**src/include/srw_pkg.sv**
```systemverilog
package srw_pkg;
    // Register indices; the byte address is four times the index
    localparam logic [7:0] IDX_DELAY_CTRL = 8'h20;
    localparam logic [7:0] IDX_CLOCK_CTRL = 8'h21;
    localparam logic [7:0] IDX_STATUS = 8'h22;
    localparam logic [7:0] IDX_MAP_LOW = 8'h2c;
    localparam logic [7:0] IDX_MAP_MID = 8'h2d;
    localparam logic [7:0] IDX_MAP_HIGH = 8'h2e;

    // Delay control fields
    localparam int DC_COARSE_LSB = 0;
    localparam int DC_FINE_LSB = 8;
    localparam int DC_INVERT_BIT = 16;
    localparam int DC_SLEW_EN_BIT = 17;
    localparam int DC_SLEW_FAST_BIT = 18;
    localparam int DC_WIDTH = 19;
    localparam logic [18:0] DC_RESET = 19'h00000;

    // Clock control fields
    localparam int CC_SELECT_LSB = 0;
    localparam int CC_STEP_FINE_BIT = 4;
    localparam int CC_SINGLE_CH_BIT = 5;
    localparam int CC_WIDTH = 6;
    localparam logic [5:0] CC_RESET = 6'h00;

    // Status fields
    localparam int ST_APPLIED_LSB = 0;
    localparam int ST_RAMPING_BIT = 8;
    localparam int ST_MAP_VALID_BIT = 9;
    localparam int ST_EDGES_LSB = 10;

    // Widths and counts
    localparam int COARSE_W = 8;
    localparam int FINE_W = 8;
    localparam int SELECT_W = 4;
    localparam int MAP_POSITIONS = 24;
    localparam int SELECTABLE_POSITIONS = 16;
    localparam int SLEW_PERIOD_CYC = 256;
    localparam logic [7:0] SLEW_STEP_SLOW = 8'h01;
    localparam logic [7:0] SLEW_STEP_FAST = 8'h04;
    localparam logic [1:0] MAP_VALID_EDGES = 2'h3;

    // AXI4-Lite responses
    localparam logic [1:0] RESP_OKAY = 2'h0;
    localparam logic [1:0] RESP_SLVERR = 2'h2;
endpackage : srw_pkg

```
**src/include/srw_tap_if.sv**
```systemverilog
`timescale 1ns/1ps
interface srw_tap_if;
    logic strobe;
    logic clear;
    logic here;
    logic left;
    logic right;
    logic flag;

    modport judge (
        input strobe,
        input clear,
        input here,
        input left,
        input right,
        output flag
    );
    modport ctrl (
        output strobe,
        output clear,
        output here,
        output left,
        output right,
        input flag
    );
endinterface : srw_tap_if

```
**src/hw/srw_top.sv**
```systemverilog
// Notes on behaviour
// - Applied coarse delay steps toward written target.
// - Slow one, fast four LSBs per 256 cycles.
// - With slew on, each coarse write restarts ramp.
// - Reference edge must meet capture window deterministically.
// - Single-channel mode samples on both clock edges.
// - Detect reference position, capture on delayed clock.
// - Map valid after three reference rising edges.
// - Map bit one marks violation, zero valid.
// - Twenty-four positions, bit 0 smallest delay.
// - Map bits 0 and 23 read one.
// - Select field index picks delayed capture clock.
// - Select reaches only positions 0 to 15.
// - Phase step: zero coarse, one fine steps.
// - Clock invert delays by half a period.
// - All clocks shift by programmed aperture delay.
//
// The AXI4-Lite slave port is this design's own decision.
`timescale 1ns/1ps
module srw_top
    import srw_pkg::*;
#(
    parameter int ADDR_W = 10
) (
    // Clock and reset
    input wire logic mclk,
    input wire logic rstn,
    // AXI4-Lite write address and data
    input wire logic s_axi_awvalid,
    output logic s_axi_awready,
    input wire logic [ADDR_W-1:0] s_axi_awaddr,
    input wire logic [2:0] s_axi_awprot,
    input wire logic s_axi_wvalid,
    output logic s_axi_wready,
    input wire logic [31:0] s_axi_wdata,
    input wire logic [3:0] s_axi_wstrb,
    // AXI4-Lite write response
    output logic s_axi_bvalid,
    input wire logic s_axi_bready,
    output logic [1:0] s_axi_bresp,
    // AXI4-Lite read
    input wire logic s_axi_arvalid,
    output logic s_axi_arready,
    input wire logic [ADDR_W-1:0] s_axi_araddr,
    input wire logic [2:0] s_axi_arprot,
    output logic s_axi_rvalid,
    input wire logic s_axi_rready,
    output logic [31:0] s_axi_rdata,
    output logic [1:0] s_axi_rresp,
    // Reference pin and delay-line tap samples
    input wire logic sysref_in,
    input wire logic [MAP_POSITIONS-1:0] tap_sample_in,
    // Clock path controls
    output logic [COARSE_W-1:0] coarse_delay_applied,
    output logic [FINE_W-1:0] fine_delay_setting,
    output logic clock_invert_delay,
    output logic dual_edge_sampling,
    output logic [SELECT_W-1:0] capture_phase_select,
    output logic phase_step_fine,
    output logic sysref_captured
);
    ////////////////////////////////////////////////////////////////////////////
    // Register storage
    logic [DC_WIDTH-1:0] delay_ctrl_q;
    logic [CC_WIDTH-1:0] clock_ctrl_q;
    logic [COARSE_W-1:0] applied_q;
    logic [7:0] slew_cnt_q;
    logic [MAP_POSITIONS-1:0] map_raw;
    logic [MAP_POSITIONS-1:0] map_view;
    logic [1:0] edges_q;
    logic bvalid_q;
    logic [1:0] bresp_q;
    logic rvalid_q;
    logic [31:0] rdata_q;
    logic [1:0] rresp_q;

    logic wr_fire;
    logic rd_fire;
    logic [7:0] wr_idx;
    logic [7:0] rd_idx;
    logic wr_aligned;
    logic rd_aligned;
    logic coarse_write;
    logic step_change;
    logic [COARSE_W-1:0] target;
    logic ramping;
    logic map_valid;
    logic [31:0] delay_merged;
    logic [COARSE_W-1:0] slew_step;
    logic [COARSE_W-1:0] slew_gap;

    assign target = delay_ctrl_q[DC_COARSE_LSB +: COARSE_W];

    ////////////////////////////////////////////////////////////////////////////
    // AXI4-Lite write: address and data are taken together, one write at a time
    assign wr_fire = s_axi_awvalid && s_axi_wvalid && !bvalid_q;
    assign s_axi_awready = wr_fire;
    assign s_axi_wready = wr_fire;
    assign wr_idx = s_axi_awaddr[9:2];
    assign wr_aligned = (s_axi_awaddr[1:0] == 2'h0);

    function automatic logic [31:0] merge(input logic [31:0] old_v, input logic [31:0] new_v,
                                          input logic [3:0] strb);
        logic [31:0] res;
        res = old_v;
        for (int b = 0; b < 4; b++) begin
            if (strb[b]) begin
                res[8*b +: 8] = new_v[8*b +: 8];
            end
        end
        return res;
    endfunction : merge

    assign delay_merged = merge({13'h0000, delay_ctrl_q}, s_axi_wdata, s_axi_wstrb);

    assign coarse_write = wr_fire && wr_aligned && (wr_idx == IDX_DELAY_CTRL) && s_axi_wstrb[0];

    always_ff @(posedge mclk or negedge rstn) begin
        if (!rstn) begin
            delay_ctrl_q <= DC_RESET;
        end else if (wr_fire && wr_aligned && (wr_idx == IDX_DELAY_CTRL)) begin
            delay_ctrl_q <= delay_merged[DC_WIDTH-1:0];
        end
    end

    // Changing the step size moves every position, so the gathered map is dropped
    assign step_change = wr_fire && wr_aligned && (wr_idx == IDX_CLOCK_CTRL) && s_axi_wstrb[0]
                         && (s_axi_wdata[CC_STEP_FINE_BIT] != clock_ctrl_q[CC_STEP_FINE_BIT]);

    always_ff @(posedge mclk or negedge rstn) begin
        if (!rstn) begin
            clock_ctrl_q <= CC_RESET;
        end else if (wr_fire && wr_aligned && (wr_idx == IDX_CLOCK_CTRL) && s_axi_wstrb[0]) begin
            clock_ctrl_q <= s_axi_wdata[CC_WIDTH-1:0];
        end
    end

    always_ff @(posedge mclk or negedge rstn) begin
        if (!rstn) begin
            bvalid_q <= 1'b0;
            bresp_q <= RESP_OKAY;
        end else if (wr_fire) begin
            bvalid_q <= 1'b1;
            if (wr_aligned && ((wr_idx == IDX_DELAY_CTRL) || (wr_idx == IDX_CLOCK_CTRL))) begin
                bresp_q <= RESP_OKAY;
            end else begin
                bresp_q <= RESP_SLVERR;
            end
        end else if (s_axi_bready) begin
            bvalid_q <= 1'b0;
        end
    end

    assign s_axi_bvalid = bvalid_q;
    assign s_axi_bresp = bresp_q;

    ////////////////////////////////////////////////////////////////////////////
    // AXI4-Lite read
    assign rd_fire = s_axi_arvalid && !rvalid_q;
    assign s_axi_arready = rd_fire;
    assign rd_idx = s_axi_araddr[9:2];
    assign rd_aligned = (s_axi_araddr[1:0] == 2'h0);

    always_ff @(posedge mclk or negedge rstn) begin
        if (!rstn) begin
            rvalid_q <= 1'b0;
            rdata_q <= 32'h00000000;
            rresp_q <= RESP_OKAY;
        end else if (rd_fire) begin
            rvalid_q <= 1'b1;
            rresp_q <= RESP_OKAY;
            if (!rd_aligned) begin
                rdata_q <= 32'h00000000;
                rresp_q <= RESP_SLVERR;
            end else if (rd_idx == IDX_DELAY_CTRL) begin
                rdata_q <= {13'h0000, delay_ctrl_q};
            end else if (rd_idx == IDX_CLOCK_CTRL) begin
                rdata_q <= {26'h0000000, clock_ctrl_q};
            end else if (rd_idx == IDX_STATUS) begin
                rdata_q <= {20'h00000, edges_q, map_valid, ramping, applied_q};
            end else if (rd_idx == IDX_MAP_LOW) begin
                rdata_q <= {24'h000000, map_view[7:0]};
            end else if (rd_idx == IDX_MAP_MID) begin
                rdata_q <= {24'h000000, map_view[15:8]};
            end else if (rd_idx == IDX_MAP_HIGH) begin
                rdata_q <= {24'h000000, map_view[23:16]};
            end else begin
                rdata_q <= 32'h00000000;
                rresp_q <= RESP_SLVERR;
            end
        end else if (s_axi_rready) begin
            rvalid_q <= 1'b0;
        end
    end

    assign s_axi_rvalid = rvalid_q;
    assign s_axi_rdata = rdata_q;
    assign s_axi_rresp = rresp_q;

    ////////////////////////////////////////////////////////////////////////////
    // Coarse delay slew
    always_ff @(posedge mclk or negedge rstn) begin
        if (!rstn) begin
            slew_cnt_q <= 8'h00;
        end else if (coarse_write) begin
            slew_cnt_q <= 8'h00;
        end else begin
            slew_cnt_q <= slew_cnt_q + 8'h01;
        end
    end

    // Step for this tick, trimmed so the last step lands on the target
    always_comb begin
        slew_gap = (target > applied_q) ? (target - applied_q) : (applied_q - target);
        slew_step = delay_ctrl_q[DC_SLEW_FAST_BIT] ? SLEW_STEP_FAST : SLEW_STEP_SLOW;
        if (slew_gap < slew_step) begin
            slew_step = slew_gap;
        end
    end

    always_ff @(posedge mclk or negedge rstn) begin
        if (!rstn) begin
            applied_q <= 8'h00;
        end else if (!delay_ctrl_q[DC_SLEW_EN_BIT]) begin
            applied_q <= target;
        end else if ((slew_cnt_q == 8'(SLEW_PERIOD_CYC - 1)) && (applied_q != target)) begin
            if (target > applied_q) begin
                applied_q <= applied_q + slew_step;
            end else begin
                applied_q <= applied_q - slew_step;
            end
        end
    end

    assign ramping = (applied_q != target);

    ////////////////////////////////////////////////////////////////////////////
    // Reference and tap synchronisers
    logic sysref_s1_q;
    logic sysref_s2_q;
    logic sysref_s3_q;
    logic [MAP_POSITIONS-1:0] tap_s1_q;
    logic [MAP_POSITIONS-1:0] tap_s2_q;
    logic sel_prev_q;
    logic ref_rise;

    always_ff @(posedge mclk or negedge rstn) begin
        if (!rstn) begin
            sysref_s1_q <= 1'b0;
            sysref_s2_q <= 1'b0;
            sysref_s3_q <= 1'b0;
            tap_s1_q <= 24'h000000;
            tap_s2_q <= 24'h000000;
        end else begin
            sysref_s1_q <= sysref_in;
            sysref_s2_q <= sysref_s1_q;
            sysref_s3_q <= sysref_s2_q;
            tap_s1_q <= tap_sample_in;
            tap_s2_q <= tap_s1_q;
        end
    end

    assign ref_rise = sysref_s2_q && !sysref_s3_q;

    ////////////////////////////////////////////////////////////////////////////
    // Position detector
    always_ff @(posedge mclk or negedge rstn) begin
        if (!rstn) begin
            edges_q <= 2'h0;
        end else if (step_change) begin
            edges_q <= 2'h0;
        end else if (ref_rise && (edges_q != MAP_VALID_EDGES)) begin
            edges_q <= edges_q + 2'h1;
        end
    end

    assign map_valid = (edges_q == MAP_VALID_EDGES);

    for (genvar i = 0; i < MAP_POSITIONS; i++) begin : g_tap
        srw_tap_if tap_if ();
        assign tap_if.strobe = ref_rise;
        assign tap_if.clear = step_change;
        assign tap_if.here = tap_s2_q[i];
        assign tap_if.left = (i == 0) ? tap_s2_q[i] : tap_s2_q[(i == 0) ? 0 : i - 1];
        assign tap_if.right = (i == MAP_POSITIONS - 1) ? tap_s2_q[i] : tap_s2_q[(i == MAP_POSITIONS - 1) ? i : i + 1];
        assign map_raw[i] = tap_if.flag;
        srw_tap_judge u_judge (
            .mclk(mclk),
            .rstn(rstn),
            .tap(tap_if.judge)
        );
    end

    // End positions lack a neighbour on one side and always report a hazard
    assign map_view = {1'b1, map_raw[MAP_POSITIONS-2:1], 1'b1};

    ////////////////////////////////////////////////////////////////////////////
    // Capture on the selected delayed tap
    always_ff @(posedge mclk or negedge rstn) begin
        if (!rstn) begin
            sel_prev_q <= 1'b0;
        end else begin
            sel_prev_q <= tap_s2_q[clock_ctrl_q[CC_SELECT_LSB +: SELECT_W]];
        end
    end

    // The reference is taken on the rising edge of the selected tap, even where the map flags a hazard
    always_ff @(posedge mclk or negedge rstn) begin
        if (!rstn) begin
            sysref_captured <= 1'b0;
        end else begin
            sysref_captured <= tap_s2_q[clock_ctrl_q[CC_SELECT_LSB +: SELECT_W]] && !sel_prev_q;
        end
    end

    ////////////////////////////////////////////////////////////////////////////
    // Clock path outputs
    assign coarse_delay_applied = applied_q;
    assign fine_delay_setting = delay_ctrl_q[DC_FINE_LSB +: FINE_W];
    assign clock_invert_delay = delay_ctrl_q[DC_INVERT_BIT];
    assign dual_edge_sampling = clock_ctrl_q[CC_SINGLE_CH_BIT];
    assign capture_phase_select = clock_ctrl_q[CC_SELECT_LSB +: SELECT_W];
    assign phase_step_fine = clock_ctrl_q[CC_STEP_FINE_BIT];
endmodule : srw_top

```
**src/hw/srw_tap_judge.sv**
```systemverilog
`timescale 1ns/1ps
module srw_tap_judge
    import srw_pkg::*;
(
    // Clock and reset
    input wire logic mclk,
    input wire logic rstn,
    // Tap samples and verdict
    srw_tap_if.judge tap
);
    logic prev_q;
    logic have_prev_q;
    logic flag_q;

    // Remember this tap's capture from the previous reference edge
    always_ff @(posedge mclk or negedge rstn) begin
        if (!rstn) begin
            prev_q <= 1'b0;
            have_prev_q <= 1'b0;
        end else if (tap.clear) begin
            have_prev_q <= 1'b0;
        end else if (tap.strobe) begin
            prev_q <= tap.here;
            have_prev_q <= 1'b1;
        end
    end

    // A neighbour that disagrees, or a capture that moves between edges, marks a margin hazard
    always_ff @(posedge mclk or negedge rstn) begin
        if (!rstn) begin
            flag_q <= 1'b0;
        end else if (tap.clear) begin
            flag_q <= 1'b0;
        end else if (tap.strobe) begin
            if ((tap.here != tap.left) || (tap.here != tap.right) || (have_prev_q && (tap.here != prev_q))) begin
                flag_q <= 1'b1;
            end
        end
    end

    assign tap.flag = flag_q;
endmodule : srw_tap_judge

```
**config.mk**
```make
export PLATFORM = sky130hd
export DESIGN_NAME = srw_top
export DESIGN_NICKNAME = d
export VERILOG_FILES = /design/src/include/srw_pkg.sv /design/src/include/srw_tap_if.sv /design/src/hw/srw_top.sv /design/src/hw/srw_tap_judge.sv
export SDC_FILE = /design/constraint.sdc
export NUM_CORES = 1
export LEC_CHECK = 0
export ABC_AREA = 1
export BUFFER_PORTS_ARGS = -buffer_cell sky130_fd_sc_hd__buf_2
export CORE_ASPECT_RATIO = 0.6
export CORE_MARGIN = 2
export CORE_UTILIZATION = 46
export DETAILED_ROUTE_END_ITERATION = 10
export PLACE_DENSITY = 0.68
export SLEW_MARGIN = 20
export SYNTH_ARGS = -nofsm -noshare
export SYNTH_HDL_FRONTEND = slang
export SYNTH_HIERARCHICAL = 1
export SYNTH_SLANG_ARGS = --single-unit
```
**constraint.sdc**
```tcl
create_clock -name mclk -period 10.8 [get_ports mclk]
set_input_delay 2.16 -clock mclk [delete_from_list [all_inputs] [get_ports mclk]]
set_output_delay 2.16 -clock mclk [all_outputs]
set_load 0.01 [all_outputs]
```
==> key figures <==
Outcome
  – Outcome: completed

Placement
  – Port bufs: 123
  – Global placement routability congestion: 0.9249
  – Placed wire-length estimate: 17,740 um

GRT
  – GR Util All Layers: 0.2276
  – Antenna violations before repair: 2
  – Largest net degree at the start of global routing: 129
  – GR Overflow Total: 0
  – First-pass GRT wire length: 38,740 um
  – Vias in the first global route: 7,208

Clocking
  – Worst-skew pair later-pin latency: 0.42 ns
  – CTS Buffer Depth: 2
  – CTS buffer count: 17
  – Clk sinks: 185
  – Reg clk slew, reported paths: 0.07 ns
  – Hold_buf cts: 0
  – Post-cts resize count: 0
  – H-Tree Depth: 4
  – Root buf cell: clkbuf_16
  – Post-CTS Setup Bufs: 0
  – CTS tree: built

Yosys
  – Cells after Synth: 1,132
  – XOR/XNOR Fraction of Synth Area: 0.01373
  – Leading area contributor after synthesis: dfrtp_1
  – Compound-Gate Fraction of Synth Area: 0.1093
  – Post-synthesis async set-or-reset flop share: 1.000
  – Register area share after synthesis: 0.4837
  – Dominant cells by area after synthesis: dfrtp_1 48%, nand2_1 12%, inv_1 6.0%
  – Synthesized cell area: 9572 um2
  – Post-Synth Simple-Gate Area: 0.2373
  – Synthesis Warnings: 6
  – Primary FF master, synth: dfrtp_1
  – Post-synth EDFFs: 0
  – Post-synth top area share: 0.4837
  – Synth cell types: 50
  – Syn Area/Cell: 8.456 um2
  – Post-synthesis mux area share: 0.01725
  – #FFs+latches synth: 185
  – Synth Area in Adders: 0.04026
  – Largest family of logic cells by synthesized area: simple AND/OR/NAND/NOR gates

Critical path
  – Setup CP Type: input port to primary output
  – Largest delay share family, worst path: simple AND/OR/NAND/NOR gates
  – Slowest Stage Delay on Critical Path: 0.65 ns
  – Cell chain of the critical path: buf_2 -> nand2_1 -> inv_1 -> buf_2
  – Startpoint types: input port
  – Critical-path cell with the highest stage delay: nand2_1
  – Most frequent cell on the critical path: buf_2
  – CP Capture Type: primary output
  – Crit path required time: 8.64 ns
  – CP Max Fanout: 21
  – Crit path buffers/inverters: 3
  – Critical path arrival: 3.31 ns

Die
  – Chip Width: 190.2 um
  – Row count: 40
  – Core Box Area: 20,220 um2
  – Initial Utilization: 0.4734
  – Die Area: 22,020 um2
  – Io pins: 159
  – Die Height: 115.7 um

STA
  – Crit path time final: 5.468 ns
  – Min Hold Slack: 0.3488 ns
  – Hold Vio Cnt, Final: 0
  – Final Skew: 0.01083 ns
  – RSZ-0062 raised after global routing: no
  – Slew Limit Fails: 0
  – Fmax: 182.9 MHz
  – Setup TNS: 0 ns
  – Tightest Pin Transition: 1.009 ns
  – Period utilization: 0.5063
  – Final setup fails: 0
  – Slew HR: 0.3270

Routing
  – Via density per instance: 5.053
  – TritonRoute pass-1 iters: 6
  – Routed len/inst: 15.52 um
  – Initial DRC count: 568
  – WL final: 23,900 um
  – Final ANT Viol Nets: 0
  – Via count: 7,782
  – Drt drc: 0

Power
  – Worst VDD drop: 0.1125 mV
  – Pwr Total: 1.562 mW
  – Gate power share: 0.109
  – Clk pwr share: 0.405
  – P per Cell Area: 142.5 nW/um2
  – Sw Ratio: 0.2691
  – P_int: 1.142 mW
  – Net Switching: 0.4203 mW
  – LEAKAGE: 5.498 nW
  – Reg power frac: 0.486

Run
  – Max_cap viols: 0

Final layout
  – Share of cells above drive strength 1: 0.1880
  – Filler instances: 1,881
  – Area growth syn-to-layout: 14.54%
  – Nets: 1,377

Hold path
  – Hold Path Class: register to register
[final cells by class]
type	instances	area (um2)	area share
clock buffer	18	429.2	0.03915
antenna	1	2.502	0.0002283
sequential	185	4629	0.4223
timing repair buffer	128	663.1	0.06049
inverter	178	670.6	0.06117
multi-input combinational	744	4065	0.3708
clock inverter	13	161.4	0.01472
tap	273	341.6	0.03116
[final timing paths]
check	from	end	cells past startpoint	slack [ns]
min in group asynchronous	rstn	tap_s2_q[18]$_DFF_PN0_	1	1.78
setup reg to reg	coarse_delay_applied[1]$_DFFE_PN0P_	coarse_delay_applied[7]$_DFFE_PN0P_	33	5.42
setup / recovery	s_axi_arvalid	s_axi_arready	4	5.33
hold reg to reg	tap_s1_q[3]$_DFF_PN0_	tap_s2_q[3]$_DFF_PN0_	0	0.35
max in group asynchronous	rstn	tap_s2_q[1]$_DFF_PN0_	2	7.72
hold / removal	tap_s1_q[3]$_DFF_PN0_	tap_s2_q[3]$_DFF_PN0_	0	0.35
[stage by stage]
stage,util,std cells,area (um2),setup slack [ns]
floorplan,-,1146,9624,4.108
global placement,0.5128,1508,10370,5.382
detailed placement,0.5128,1508,10370,5.376
CTS,0.5420,1539,10960,5.355
global route,0.5421,1539,10960,4.910
finish,0.5422,1540,10960,5.332
[cells in the final DEF, fill, tap and decap left out, drive strengths merged, types with 3 or more instances in the layout]
cell type  instances
nand4              6
nand2            324
nor3               5
o21a              22
nand3             76
inv              185
xor2              10
clkbuf            18
mux2i              3
or2                4
o21ai             78
o221ai            12
a32o               8
conb              15
a21oi             26
xnor2              5
dfrtp            185
o211ai             6
a22o               5
nor2              80
mux2              12
a22oi              3
fa                 3
ha                26
buf              128
[power groups by stage]
stage	Sequential, mW	Combinational, mW	Clock, mW
2_1_floorplan	0.763	0.118	0
3_3_place_gp	0.771	0.164	0
3_5_place_dp	0.771	0.169	0
4_1_cts	0.759	0.172	0.645
5_1_grt	0.765	0.197	0.681
6_report	0.759	0.171	0.632
[cells in the mapped netlist, types with 4 or more instances]
cell type  count
nand2_1      318
dfrtp_1      185
inv_1        154
o21ai_0       77
nand3_1       73
nor2_1        55
a21oi_1       26
ha_1          26
buf_4         25
inv_2         23
nor2_4        23
o21a_1        22
mux2_2        12
o221ai_1      12
clkbuf_1      11
xor2_1        10
a32o_1         8
o211ai_1       6
a22o_1         5
nand2_2        5
nand4_1        5
xnor2_1        5
or2_2          4
[sequential cells by signal, indices dropped and copies added, names as in the netlist, 2 cells and up]
name and cells:
clock_ctrl_q 6, g_tap.u_judge/prev_q 22, coarse_delay_applied 8, edges_q 2
g_tap.u_judge/have_prev_q 22, tap_s2_q 24, s_axi_rdata 19, delay_ctrl_q 19
slew_cnt_q 8, tap_s1_q 24, g_tap.u_judge/tap.flag 22
[per-layer routing]
| metal | global-route usage | wire (um) |
|---|---|---|
| met2 | 0.3180 | 9580 |
| met5 | 0 | 0 |
| met1 | 0.3597 | 12240 |
| met4 | 0.03979 | 150 |
| met3 | 0.05330 | 1926 |
[cell families (layout without fill, tap and decap cells)]
kind of cell,Yosys count,in the layout
and+or+nand+nor,502,502
buffers and inverters,217,337
DFF,185,185
AOI/OAI and AO/OA,168,168
adders and majority gates,29,29
xor gates and xnor gates,15,15
muxes,15,15
other,1,16
Note: power is estimated with default switching activity, not from simulation.
